==> config.mk <==
export PLATFORM = sky130hd
export DESIGN_NAME = wfc_top
export DESIGN_NICKNAME = d
export VERILOG_FILES = /design/src/shared/wfc_pkg.sv /design/src/hdl/wfc_sat_counter.sv /design/src/hdl/wfc_reset_timer.sv /design/src/hdl/wfc_top.sv
export SDC_FILE = /design/constraint.sdc
export NUM_CORES = 1
export LEC_CHECK = 0
export ABC_AREA = 1
export BUFFER_PORTS_ARGS = -buffer_cell sky130_fd_sc_hd__buf_2
export CELL_PAD_IN_SITES_DETAIL_PLACEMENT = 1
export CELL_PAD_IN_SITES_GLOBAL_PLACEMENT = 2
export CORE_MARGIN = 1
export CORE_UTILIZATION = 36
export CTS_CLUSTER_SIZE = 12
export DETAILED_ROUTE_END_ITERATION = 8
export PLACE_DENSITY = 0.85
export RECOVER_POWER = 100
export SLEW_MARGIN = 20
export SYNTH_ARGS = -nofsm -noshare
export SYNTH_HDL_FRONTEND = slang
export SYNTH_HIERARCHICAL = 1
export SYNTH_SLANG_ARGS = --single-unit
==> constraint.sdc <==
create_clock -name clk_sys -period 5.1 [get_ports clk_sys]
set_input_delay 1.02 -clock clk_sys [delete_from_list [all_inputs] [get_ports clk_sys]]
set_output_delay 1.02 -clock clk_sys [all_outputs]
set_load 0.05 [all_outputs]
==> src/shared/wfc_pkg.sv <==
// shared constants of the watchdog fault counter block
package wfc_pkg;
  localparam int CLK_HZ = 100_000_000;
  localparam int RESET_LOW_LIMIT_S = 8;
  localparam longint RESET_LOW_LIMIT_CYCLES = longint'(RESET_LOW_LIMIT_S) * CLK_HZ;
  localparam logic [3:0] WD_ERR_LIMIT_RESET = 4'h6;
  localparam logic [3:0] GOOD_LIMIT_RESET = 4'h6;
  localparam logic [2:0] FAULT_START = 3'h1;
  localparam logic [2:0] FAULT_INTER_LEVEL0 = 3'h3;
  localparam logic [2:0] FAULT_FINAL_LEVEL0 = 3'h6;
  localparam logic [2:0] FAULT_INTER_LEVEL1 = 3'h1;
  localparam logic [2:0] FAULT_FINAL_LEVEL1 = 3'h2;
  localparam logic [3:0] WD_ERR_STEP_UP = 4'h2;
  localparam logic [3:0] WD_ERR_STEP_DOWN = 4'h1;
  localparam logic [1:0] IMPACT_RESET = 2'h1;
  localparam logic [1:0] IMPACT_FAILSAFE = 2'h2;
  // register map, byte addresses
  localparam logic [3:0] ADDR_LIMITS = 4'h0;
  localparam logic [3:0] ADDR_IMPACT = 4'h4;
  localparam logic [3:0] ADDR_ENABLE = 4'h8;
  localparam logic [3:0] ADDR_STATUS = 4'hC;
  localparam int SRC_ENABLE_BITS = 8;
  localparam logic [7:0] SRC_ENABLE_RESET = 8'hFF;
  typedef enum logic [1:0] {WFC_WIN_CLOSED, WFC_WIN_OPEN} wfc_window_type;
endpackage

==> src/hdl/wfc_sat_counter.sv <==
// saturating up/down counter with a runtime maximum
`timescale 1ns/1ps
module wfc_sat_counter import wfc_pkg::*; #(
  parameter int WIDTH = 4
) (
  // clock and reset
  input wire logic clk_sys,
  input wire logic reset,
  // control
  input wire logic load,
  input wire logic [WIDTH-1:0] load_value,
  input wire logic clear,
  input wire logic up,
  input wire logic down,
  input wire logic [WIDTH-1:0] step_up,
  input wire logic [WIDTH-1:0] step_down,
  input wire logic [WIDTH-1:0] limit,
  // value
  output logic [WIDTH-1:0] value
);
  initial begin
    if (WIDTH < 2) $error("wfc_sat_counter: WIDTH too small");
  end

  logic [WIDTH:0] sum;
  assign sum = {1'b0, value} + {1'b0, step_up};

  // saturate both ways so a burst of events never wraps the count
  always_ff @(posedge clk_sys or posedge reset) begin
    if (reset) begin
      value <= '0;
    end else if (load) begin
      value <= load_value;
    end else if (clear) begin
      value <= '0;
    end else if (up) begin
      value <= (sum > {1'b0, limit}) ? limit : sum[WIDTH-1:0];
    end else if (down) begin
      value <= (value > step_down) ? value - step_down : '0;
    end
  end
endmodule

==> src/hdl/wfc_reset_timer.sv <==
// measures how long the reset output stays low
`timescale 1ns/1ps
module wfc_reset_timer import wfc_pkg::*; #(
  parameter longint LIMIT_CYCLES = RESET_LOW_LIMIT_CYCLES
) (
  // clock and reset
  input wire logic clk_sys,
  input wire logic reset,
  // watched level
  input wire logic reset_low,
  // expiry, held until the level goes away
  output logic expired
);
  initial begin
    if (LIMIT_CYCLES < 1) $error("wfc_reset_timer: LIMIT_CYCLES must be positive");
  end

  logic [39:0] count;

  // any high moment restarts the measurement
  always_ff @(posedge clk_sys or posedge reset) begin
    if (reset) begin
      count <= '0;
      expired <= 1'b0;
    end else if (!reset_low) begin
      count <= '0;
      expired <= 1'b0;
    end else if (count >= 40'(LIMIT_CYCLES)) begin
      expired <= 1'b1;
    end else begin
      count <= count + 40'h1;
    end
  end
endmodule

==> src/hdl/wfc_top.sv <==
// watchdog error filtering, fault counting and fail-safe output control
// How it works
// - debug strap keeps counters alive but blocks reset and fail-safe outputs
// - a bad refresh adds two to the watchdog error counter
// - a good refresh takes one off the watchdog error counter
// - watchdog error maximum is writable only in the init safety phase
// - each good refresh adds one to the good-refresh counter
// - good refresh with good counter at limit takes one off fault count
// - a bad refresh clears the good-refresh counter
// - good-refresh limit is writable only in the init safety phase
// - closed-window write is bad; open window follows the answer
// - open window timeout is bad; closed window silence is fine
// - fault count rises by one whenever reset or fail-safe is asserted
// - with fail-safe low, each watchdog error maximum adds one fault
// - intermediate threshold forces fail-safe low or pulses reset
// - final threshold enters deep fail-safe when the strap is grounded
// - level select picks thresholds 3/6 or 1/2, init phase only
// - reset low too long gives deep fail-safe or low-power-off sleep
// - listed fault sources each have an enable bit
// - always-counting fault sources have no enable bit and always add a fault
// - impacts 01: watchdog drives reset, fail-safe at intermediate count
// - impacts 10: watchdog drives fail-safe, reset at intermediate plus maximum
// - cold start and wake load fault count one with fail-safe low
// - init-phase bad refresh or timeout asserts both outputs, adds a fault
`timescale 1ns/1ps
module wfc_top import wfc_pkg::*; #(
  parameter longint RESET_LOW_CYCLES = RESET_LOW_LIMIT_CYCLES,
  parameter int RESET_PULSE_CYCLES = 16
) (
  // clock and reset
  input wire logic clk_sys,
  input wire logic reset,
  // register port
  input wire logic [3:0] reg_addr,
  input wire logic [31:0] reg_wdata,
  input wire logic reg_write,
  input wire logic reg_read,
  output logic [31:0] reg_rdata,
  // watchdog refresh events
  input wire logic window_open,
  input wire logic answer_write,
  input wire logic answer_correct,
  input wire logic window_timeout,
  input wire logic init_safety_phase,
  input wire logic wake_from_low_power_off,
  input wire logic release_word_ok,
  // straps
  input wire logic debug_strap,
  input wire logic deep_safe_strap_grounded,
  // configurable fault sources: core, analog, aux uv, ov, follow monitor, ext error
  input wire logic [SRC_ENABLE_BITS-2:0] fault_src_enableable,
  // always-counting fault sources
  input wire logic [5:0] fault_src_always,
  // outputs
  output logic reset_out_n,
  output logic failsafe_out0_n,
  output logic deep_failsafe,
  output logic low_power_off_sleep
);
  initial begin
    if (RESET_PULSE_CYCLES < 1) $error("wfc_top: RESET_PULSE_CYCLES must be positive");
  end

  // configuration registers
  logic [3:0] error_limit;
  logic [3:0] good_refresh_limit;
  logic fault_level_select;
  logic [1:0] wdog_fault_impact;
  logic [1:0] fault_count_impact;
  logic [SRC_ENABLE_BITS-1:0] source_enable;
  // counters and state
  logic [3:0] wd_error_count;
  logic [3:0] good_count;
  logic [2:0] fault_count;
  logic reset_req;
  logic failsafe_req;
  logic [7:0] pulse_count;
  logic reset_long_low;
  logic start_load;

  logic refresh_good;
  logic refresh_bad;
  logic wd_at_max;
  logic wd_hits_max;
  logic [2:0] fault_inter;
  logic [2:0] fault_final;
  logic fault_any_src;
  logic fault_up;
  logic fault_down;
  logic next_reset_req;
  logic next_failsafe_req;
  logic reset_rise;
  logic failsafe_rise;
  logic inter_reached;

  function automatic logic is_write(input logic wr, input logic [3:0] a, input logic [3:0] t);
    return wr && (a == t);
  endfunction

  // refresh classification, closed window writes always bad
  assign refresh_good = answer_write && window_open && answer_correct;
  assign refresh_bad = (answer_write && !(window_open && answer_correct))
    || (window_timeout && window_open);

  // config writes, protected outside the init phase
  always_ff @(posedge clk_sys or posedge reset) begin
    if (reset) begin
      error_limit <= WD_ERR_LIMIT_RESET;
      good_refresh_limit <= GOOD_LIMIT_RESET;
      fault_level_select <= 1'b0;
      wdog_fault_impact <= IMPACT_RESET;
      fault_count_impact <= IMPACT_RESET;
      source_enable <= SRC_ENABLE_RESET;
    end else if (init_safety_phase) begin
      if (is_write(reg_write, reg_addr, ADDR_LIMITS)) begin
        error_limit <= reg_wdata[3:0];
        good_refresh_limit <= reg_wdata[7:4];
      end
      if (is_write(reg_write, reg_addr, ADDR_IMPACT)) begin
        fault_level_select <= reg_wdata[0];
        wdog_fault_impact <= reg_wdata[2:1];
        fault_count_impact <= reg_wdata[4:3];
      end
      if (is_write(reg_write, reg_addr, ADDR_ENABLE)) begin
        source_enable <= reg_wdata[SRC_ENABLE_BITS-1:0];
      end
    end
  end

  // read data one cycle after the strobe; unmapped reads give zero
  always_ff @(posedge clk_sys or posedge reset) begin
    if (reset) begin
      reg_rdata <= '0;
    end else if (reg_read) begin
      unique case (reg_addr)
        ADDR_LIMITS: reg_rdata <= {24'h0, good_refresh_limit, error_limit};
        ADDR_IMPACT: reg_rdata <= {27'h0, fault_count_impact, wdog_fault_impact,
          fault_level_select};
        ADDR_ENABLE: reg_rdata <= {24'h0, source_enable};
        ADDR_STATUS: reg_rdata <= {16'h0, deep_failsafe, low_power_off_sleep,
          failsafe_req, reset_req, 1'b0, fault_count, good_count, wd_error_count};
        default: reg_rdata <= '0;
      endcase
    end else begin
      reg_rdata <= '0;
    end
  end

  wfc_sat_counter #(.WIDTH(4)) u_wd_error (
    .clk_sys(clk_sys),
    .reset(reset),
    .load(1'b0),
    .load_value(4'h0),
    .clear(1'b0),
    .up(refresh_bad),
    .down(refresh_good),
    .step_up(WD_ERR_STEP_UP),
    .step_down(WD_ERR_STEP_DOWN),
    .limit(error_limit),
    .value(wd_error_count)
  );

  wfc_sat_counter #(.WIDTH(4)) u_good (
    .clk_sys(clk_sys),
    .reset(reset),
    .load(1'b0),
    .load_value(4'h0),
    .clear(refresh_bad),
    .up(refresh_good),
    .down(1'b0),
    .step_up(4'h1),
    .step_down(4'h1),
    .limit(good_refresh_limit),
    .value(good_count)
  );

  // thresholds from the level select
  assign fault_inter = fault_level_select ? FAULT_INTER_LEVEL1 : FAULT_INTER_LEVEL0;
  assign fault_final = fault_level_select ? FAULT_FINAL_LEVEL1 : FAULT_FINAL_LEVEL0;

  // the watchdog error counter reaching its maximum is a one-cycle event
  assign wd_at_max = (wd_error_count == error_limit);
  assign wd_hits_max = refresh_bad && !wd_at_max
    && ({1'b0, wd_error_count} + {1'b0, WD_ERR_STEP_UP} >= {1'b0, error_limit});

  assign fault_any_src = (|(fault_src_enableable & source_enable[SRC_ENABLE_BITS-1:1]))
    || (|fault_src_always)
    || (init_safety_phase && refresh_bad);

  assign inter_reached = (fault_count >= fault_inter);

  // output requests, level driven by faults and impact config
  always_comb begin
    next_reset_req = reset_req;
    next_failsafe_req = failsafe_req;
    if (fault_any_src) begin
      next_reset_req = 1'b1;
      next_failsafe_req = 1'b1;
    end
    if (wd_hits_max && source_enable[0] && !init_safety_phase) begin
      if (wdog_fault_impact[0]) next_reset_req = 1'b1;
      if (wdog_fault_impact[1]) next_failsafe_req = 1'b1;
    end
    if (fault_count_impact == IMPACT_RESET && inter_reached) begin
      next_failsafe_req = 1'b1;
    end
    if (fault_count_impact == IMPACT_FAILSAFE && inter_reached && wd_at_max) begin
      next_reset_req = 1'b1;
    end
    if (reset_req && pulse_count >= 8'(RESET_PULSE_CYCLES - 1) && !fault_any_src) begin
      next_reset_req = 1'b0; // reset is a pulse, released after its length
    end
    if (failsafe_req && release_word_ok && fault_count == 3'h0 && !fault_any_src) begin
      next_failsafe_req = 1'b0;
    end
  end

  assign reset_rise = next_reset_req && !reset_req;
  assign failsafe_rise = next_failsafe_req && !failsafe_req;

  // cold start and wake both hold fail-safe and reload the fault count
  always_ff @(posedge clk_sys or posedge reset) begin
    if (reset) begin
      start_load <= 1'b1;
    end else begin
      start_load <= wake_from_low_power_off;
    end
  end

  always_ff @(posedge clk_sys or posedge reset) begin
    if (reset) begin
      reset_req <= 1'b0;
      failsafe_req <= 1'b1;
      pulse_count <= '0;
    end else if (start_load) begin
      reset_req <= 1'b0;
      failsafe_req <= 1'b1;
      pulse_count <= '0;
    end else begin
      reset_req <= next_reset_req;
      failsafe_req <= next_failsafe_req;
      pulse_count <= reset_req ? pulse_count + 8'h1 : 8'h0;
    end
  end

  // one fault per cycle in which an output asserts or a maximum is hit while fail-safe is low
  assign fault_up = reset_rise || failsafe_rise
    || (failsafe_req && wd_hits_max && source_enable[0]);
  assign fault_down = refresh_good && (good_count >= good_refresh_limit);

  wfc_sat_counter #(.WIDTH(3)) u_fault (
    .clk_sys(clk_sys),
    .reset(reset),
    .load(start_load),
    .load_value(FAULT_START),
    .clear(1'b0),
    .up(fault_up),
    .down(fault_down && !fault_up),
    .step_up(3'h1),
    .step_down(3'h1),
    .limit(fault_final),
    .value(fault_count)
  );

  // debug masks the pins and blocks the terminal states below; counters keep running underneath
  assign reset_out_n = !(reset_req && !debug_strap);
  assign failsafe_out0_n = !(failsafe_req && !debug_strap);

  wfc_reset_timer #(.LIMIT_CYCLES(RESET_LOW_CYCLES)) u_rst_timer (
    .clk_sys(clk_sys),
    .reset(reset),
    .reset_low(!reset_out_n),
    .expired(reset_long_low)
  );

  // terminal states are sticky until a power cycle
  always_ff @(posedge clk_sys or posedge reset) begin
    if (reset) begin
      deep_failsafe <= 1'b0;
      low_power_off_sleep <= 1'b0;
    end else if (!debug_strap) begin
      if ((fault_count >= fault_final && deep_safe_strap_grounded)
          || (reset_long_low && deep_safe_strap_grounded)) begin
        deep_failsafe <= 1'b1;
      end
      if (reset_long_low && !deep_safe_strap_grounded) begin
        low_power_off_sleep <= 1'b1;
      end
    end
  end
endmodule

==> Yosys cells after proc, flatten, opt, wreduce, memory -nomap -nowiden <==
Index checks and enable logic that the tools add are counted.
{ "op_classes": {"n_reduce_logical": 60, "n_bitwise": 2, "n_lt_le_gt_ge": 11, "addsub": 7, "mux": 34, "eq_ne": 8} }
{ "ops": {"columns": ["cell", "count"], "rows": [
  ["$mux W40", 2],
  ["$pmux W16 S4", 1],
  ["$add A40 B1 Y40 const B", 1],
  ["$ge A40 B30 Y1 const B", 1],
  ["$logic_and A1 B1 Y1", 32],
  ["$mux W32", 1],
  ["$mux W4", 7],
  ["$mux W3", 6],
  ["$mux W8", 2],
  ["$mux W1", 14],
  ["$logic_not A1 Y1", 11],
  ["$gt A5 B4 Y1", 2],
  ["$reduce_and A2 Y1", 5],
  ["$add A8 B1 Y8 const B", 1],
  ["$eq A4 B4 Y1 const B", 2],
  ["$ge A8 B4 Y1 const B", 1],
  ["$and A7 B7 Y7", 1],
  ["$reduce_or A7 Y1", 1],
  ["$logic_or A1 B1 Y1", 6],
  ["$reduce_or A6 Y1", 1],
  ["$add A4 B1 Y5 const B", 1],
  ["$add A4 B2 Y5 const B", 1],
  ["$ge A5 B4 Y1", 1],
  ["$add A3 B1 Y4 const B", 1],
  ["other kinds (19)", 20]
]} }
{ "totals": {"input_bits": 62, "output_inout_bits": 36, "ff_bits": 118} }

==> Longest topological paths before layout <==
{ "depth": {"depth_word": 19, "ltp_mapped": 19, "depth_no_buf": 19} }

==> Cells and area by module <==
Netlist, hierarchy kept.
{ "by_module_without_submodules": {"columns": ["mod", "cells_per_inst", "instances", "seq_area_each_um2", "area_each_um2"], "rows": [
  ["wfc_top", 325, 1, 1246.2, 2690.1],
  ["wfc_reset_timer", 362, 1, 1026.0, 2526.2],
  ["wfc_sat_counter at u_good", 111, 1, 100.1, 725.7],
  ["wfc_sat_counter at u_wd_error", 107, 1, 100.1, 714.4],
  ["wfc_sat_counter at u_fault", 74, 1, 75.1, 530.5]
]} }

==> Least setup slack after synthesis <==
No wires, ideal clock.
{ "synth_path": {"path_kind": "input -> register", "startpoint": "in answer_correct", "endpoint": "reg u_fault.value[1]", "setup_time_ns": 0.122, "path_slack_ns": 2.424, "path_stages": 16, "arrival_ns": 2.554, "cell_sequence": "nand2_1 > nand2_1 > nand2_1 > nand2_1 > nor2_1 > nand4_1 > nand2_1 > nand2_1 > nand2_1 > nand2_1 > nand3_1 > nor2_1 > nor3_4 > inv_1 > nor2_1 > a21oi_2"} }
{ "synth_via": {"elab_chain_len": 17} }
{ "synth_lines": {"columns": ["item", "line", "source"], "rows": [
  ["from (decl)", "wfc_top.sv:42", "input wire logic answer_correct,"],
  ["$logic_and A1 B1 Y1 *", "wfc_top.sv:102", "assign refresh_bad = (answer_write && !(window_open && answer_correct))"],
  ["$logic_not A1 Y1 *", "wfc_top.sv:102", null],
  ["$logic_and A1 B1 Y1 *", "wfc_top.sv:102", null],
  ["$logic_or A1 B1 Y1 *", "wfc_top.sv:103", "|| (window_timeout && window_open);"],
  ["net refresh_bad", "wfc_top.sv:82", "logic refresh_bad;"],
  ["$logic_and A1 B1 Y1, on equally long branches", "wfc_top.sv:188, wfc_top.sv:183", null],
  ["$logic_or A1 B1 Y1 / $logic_and A1 B1 Y1 (equally long branches)", "wfc_top.sv:188, wfc_top.sv:184", null],
  ["$mux W1 / $logic_and A1 B1 Y1 (equally long branches)", "wfc_top.sv:196, wfc_top.sv:200", null],
  ["[... 3 more ...]", null, null],
  ["$mux W1, on equally long branches", "wfc_top.sv:210, wfc_top.sv:213", null],
  ["$logic_and A1 B1 Y1, on equally long branches", "wfc_top.sv:218, wfc_top.sv:219", null],
  ["$logic_or A1 B1 Y1", "wfc_top.sv:247", "assign fault_up = reset_rise || failsafe_rise"],
  ["$logic_or A1 B1 Y1 *", "wfc_top.sv:248", "|| (failsafe_req && wd_hits_max && source_enable[0]);"],
  ["net fault_up", "wfc_top.sv:88", "logic fault_up;"],
  ["$logic_not A1 Y1", "wfc_top.sv:258", ".down(fault_down && !fault_up),"],
  ["$logic_and A1 B1 Y1", "wfc_top.sv:258", null],
  ["$reduce_bool A3 Y1 (no line)", null, null],
  ["to (signal assigned)", "wfc_sat_counter.sv:33", "value <= load_value;"],
  ["to (signal assigned)", "wfc_sat_counter.sv:37", "value <= (sum > {1'b0, limit}) ? limit : sum[WIDTH-1:0];"],
  ["to (signal assigned)", "wfc_sat_counter.sv:39", "value <= (value > step_down) ? value - step_down : '0;"],
  ["to (decl)", "wfc_sat_counter.sv:19", "output logic [WIDTH-1:0] value"]
]} }
The timed path passes the listed nets; every way through them passes the cells marked *.
A chain may end at the register's enable or synchronous reset.

==> Worst setup path in the final report <==
{ "layout_path": {"startpoint": "in reg_addr[2]", "endpoint": "reg source_enable[7]"} }
{ "layout_via": {"elab_chain_len": 3} }
{ "layout_lines": {"columns": ["item", "line", "source"], "rows": [
  ["from (decl)", "wfc_top.sv:34", "input wire logic [3:0] reg_addr,"],
  ["$eq A4 B4 Y1", "wfc_top.sv:97", "return wr && (a == t);"],
  ["$logic_and A1 B1 Y1", "wfc_top.sv:97", null],
  ["$reduce_and A2 Y1 (no line)", null, null],
  ["to (signal assigned)", "wfc_top.sv:125", "source_enable <= reg_wdata[SRC_ENABLE_BITS-1:0];"],
  ["to (decl)", "wfc_top.sv:70", "logic [SRC_ENABLE_BITS-1:0] source_enable;"]
]} }
No other way between the ends.

==> results.sh <==
export IMPL_outcome="finished, violations left"
export IMPL_violations="max-capacitance violations, max-slew violations"
export IMPL_grt_usage_pct=20.64
export IMPL_core_mm2=0.01953
export IMPL_post_cts_buffers=0
export IMPL_synthTopCellsByArea="dfrtp_1, nand2_1, ha_1"
export IMPL_viasPerCell=4.725
export IMPL_synthArstFlopShare_pct=100.0
export IMPL_start_util_pct=36.81
export IMPL_clk_path_buf_depth=2
export IMPL_cts_root_buf="clkbuf_16"
export IMPL_grt_first_pass_wirelength_um=33040
export IMPL_yosysMostFrequentCell="nand2_1"
export IMPL_synth_edf_count=0
export IMPL_drt_iter0_drc=244
export IMPL_rsz0062_at_grt="false"
export IMPL_dieArea_mm2=0.02053
export IMPL_postSynthAreaPerCell_um2=7.341
export IMPL_fill_cells=2557
export IMPL_ys_seq_area_share_pct=35.45
export IMPL_share_clk_of_total_power_pct=32.9
export IMPL_ios=98
export IMPL_ff_latch_area_mm2=0.002547
export IMPL_synthFlopType="dfrtp_1"
export IMPL_power_density_mw_per_mm2=280.1
export IMPL_p_comb_share_pct=25.6
export IMPL_worst_pin_slew_ps=2894
export IMPL_antenna_found_initial=0
export IMPL_ant_nets=0
export IMPL_finalCriticalPeriod_ps=3633
export IMPL_synth_distinct_cells=47
export IMPL_cts_resized=0
export IMPL_portBuffers=56
export IMPL_p_int_mw=1.462
export IMPL_vias=6417
export IMPL_critPathArrivalTime_ps=3890
export IMPL_ir_worst_vdd_mv=0.1952
export IMPL_clk_latency_ps=360
export IMPL_drt_pre_antenna_iters=4
export IMPL_yosys_area_top_type_share_pct=29.60
export IMPL_synthToLayoutAreaGrowth_pct=12.12
export IMPL_max_freq_mhz=275.3
export IMPL_yosysTopAreaCell="dfrtp_1"
export IMPL_grt_start_max_net_pins=50
export IMPL_fin_cells=1358
export IMPL_dp_cells=1342
export IMPL_p_switching_mw=0.7951
export IMPL_yosys_warnings=6
export IMPL_route_detailed_drc=0
export IMPL_p_leak_nw=3.972
export IMPL_ys_ff_latch=101
export IMPL_htreeDepth=3
export IMPL_maxCapViolCount=3
export IMPL_syn_area_mm2=0.007187
export IMPL_setup_violations_final=0
export IMPL_fin_worst_skew_ps=9.244
export IMPL_seqPwrFrac_pct=41.5
export IMPL_overflow=0
export IMPL_synthTopCellsByCount="nand2_1, inv_1, nor2_1"
export IMPL_die_x_um=143.3
export IMPL_sw_frac_of_total_pct=35.23
export IMPL_cts_buffers=9
export IMPL_core_rowCount=51
export IMPL_final_nets=1203
export IMPL_multiInputGateArea_mm2=0.004029
export IMPL_period_share_pct=71.24
export IMPL_syn_instance_count=979
export IMPL_finalHoldViolations=0
export IMPL_relSlewSlack_pct=-92.94
export IMPL_clock_sinks=101
export IMPL_final_layout_size_suffix_gt1_share_pct=10.06
export IMPL_die_height_um=143.3
export IMPL_cts_tree="done"
export IMPL_maxSlewViolCount=102
export IMPL_wire_per_inst_um=14.47
export IMPL_gp_congestion=0.7854
export IMPL_p_total_mw=2.257
export IMPL_hpwl_um=15070
export IMPL_postCtsHoldBufs=0
export IMPL_first_global_vias=6701
export IMPL_worstHoldPathType="reg2reg"
export IMPL_start_kind="input pin"
export IMPL_wl_um=19650
export IMPL_cp_max_fo=16
export IMPL_path_class="in2reg"
export IMPL_clk_pin_slew_ps=80
export IMPL_antenna_diode_count=0
export IMPL_cp_required_ps=5350
export IMPL_crit_path_end_kind="register"
export IMPL_finalSetupTns_ps=0
-- state kept, by name, summed over array words and instances (netlist names), 2 cells and up --
name / flops
wdog_fault_impact: 2
source_enable: 8
good_refresh_limit: 4
reg_rdata: 15
u_wd_error/value: 4
u_fault/value: 3
error_limit: 4
pulse_count: 8
fault_count_impact: 2
u_good/value: 4
u_rst_timer/count: 40
-- cells by family (layout without fill, tap and decap cells) --
| kind of cell | Yosys count | count (layout) | synth area share, % |
|---|---|---|---|
| and+or+nand+nor | 506 | 506 | 31.34 |
| buffers and inverters | 180 | 226 | 10.79 |
| AOI/OAI and AO/OA | 114 | 114 | 9.662 |
| DFF | 101 | 101 | 35.45 |
| adders and majority gates | 53 | 53 | 9.854 |
| xor gates and xnor gates | 23 | 23 | 2.803 |
| other | 2 | 70 | 0.1045 |
-- final timing paths --
check / start / endpoint / slack (ps) / depth (start not counted)
max in group asynchronous: reset / fault_level_select$_DFFE_PP0P_ / 1520 / 3
min in group asynchronous: reset / u_fault/value[0]$_DFFE_PP0P_ / 740 / 2
min: u_rst_timer/count[37]$_DFFE_PP0P_ / u_rst_timer/count[37]$_DFFE_PP0P_ / 470 / 2
min reg2reg: u_rst_timer/count[37]$_DFFE_PP0P_ / u_rst_timer/count[37]$_DFFE_PP0P_ / 470 / 2
max: reg_addr[2] / source_enable[7]$_DFFE_PP1P_ / 1470 / 4
max reg2reg: u_wd_error/value[1]$_DFFE_PP0P_ / u_fault/value[2]$_DFFE_PP0P_ / 1990 / 16
-- layout by cell type, fill, tap and decap left out, types with 14 or more instances in the layout --
master	count
buf_2	32
ha_1	47
dfstp_2	16
nand2_1	249
conb_1	70
dfrtp_1	85
clkbuf_1	26
nand4_1	14
nor2_1	106
o21ai_0	46
nand3_1	97
a21oi_1	41
inv_1	138
-- area by class of cell --
class	instances	area share, %
Inverter	150	6.988
Multi-Input combinational cell	766	50.00
Tap cell	265	4.115
Clock buffer	9	2.795
Clock inverter	7	1.102
Sequential cell	101	31.61
Timing Repair Buffer	60	3.385
-- layer usage --
metal | vias to the layer above | wire length [um] | share of wire [%] | track usage (%)
met2 | 58 | 9646 | 49 | 37.00
met1 | 3091 | 9380 | 48 | 26.34
met4 | 0 | 170 | 0.87 | 3.807
met5 | - | 0 | 0 | 0
li1 | 3256 | - | - | -
met3 | 12 | 455 | 2.3 | 3.132
-- power by group through the flow --
stage / clock [mW] / sequential (mW) / combinational, mW
floorplan: 0 / 0.930 / 0.461
global placement: 0 / 0.952 / 0.578
detailed placement: 0 / 0.953 / 0.595
CTS: 0.768 / 0.938 / 0.600
global route: 0.786 / 0.947 / 0.671
finish: 0.743 / 0.937 / 0.577
-- worst max-delay path: stages --
cell and delay [ps]:
clkbuf_1 130, nor4_1 1420, nand2_1 880, o21ai_0 430
-- through the flow --
| step | hold WS [ps] | setup slack [ps] | instance area [um2] | utilization, % |
|---|---|---|---|---|
| 2_1_floorplan | 432.9 | 2424 | 7442 | - |
| 3_3_place_gp | 445.1 | 1880 | 7879 | 40.35 |
| 3_5_place_dp | 449.8 | 1853 | 7879 | 40.35 |
| 4_1_cts | 469.2 | 2045 | 8193 | 41.96 |
| 5_1_grt | 504.0 | 944.4 | 8058 | 41.27 |
| 6_report | 466.3 | 1467 | 8058 | 41.27 |
No activity file was read; power rests on OpenSTA's default activity.
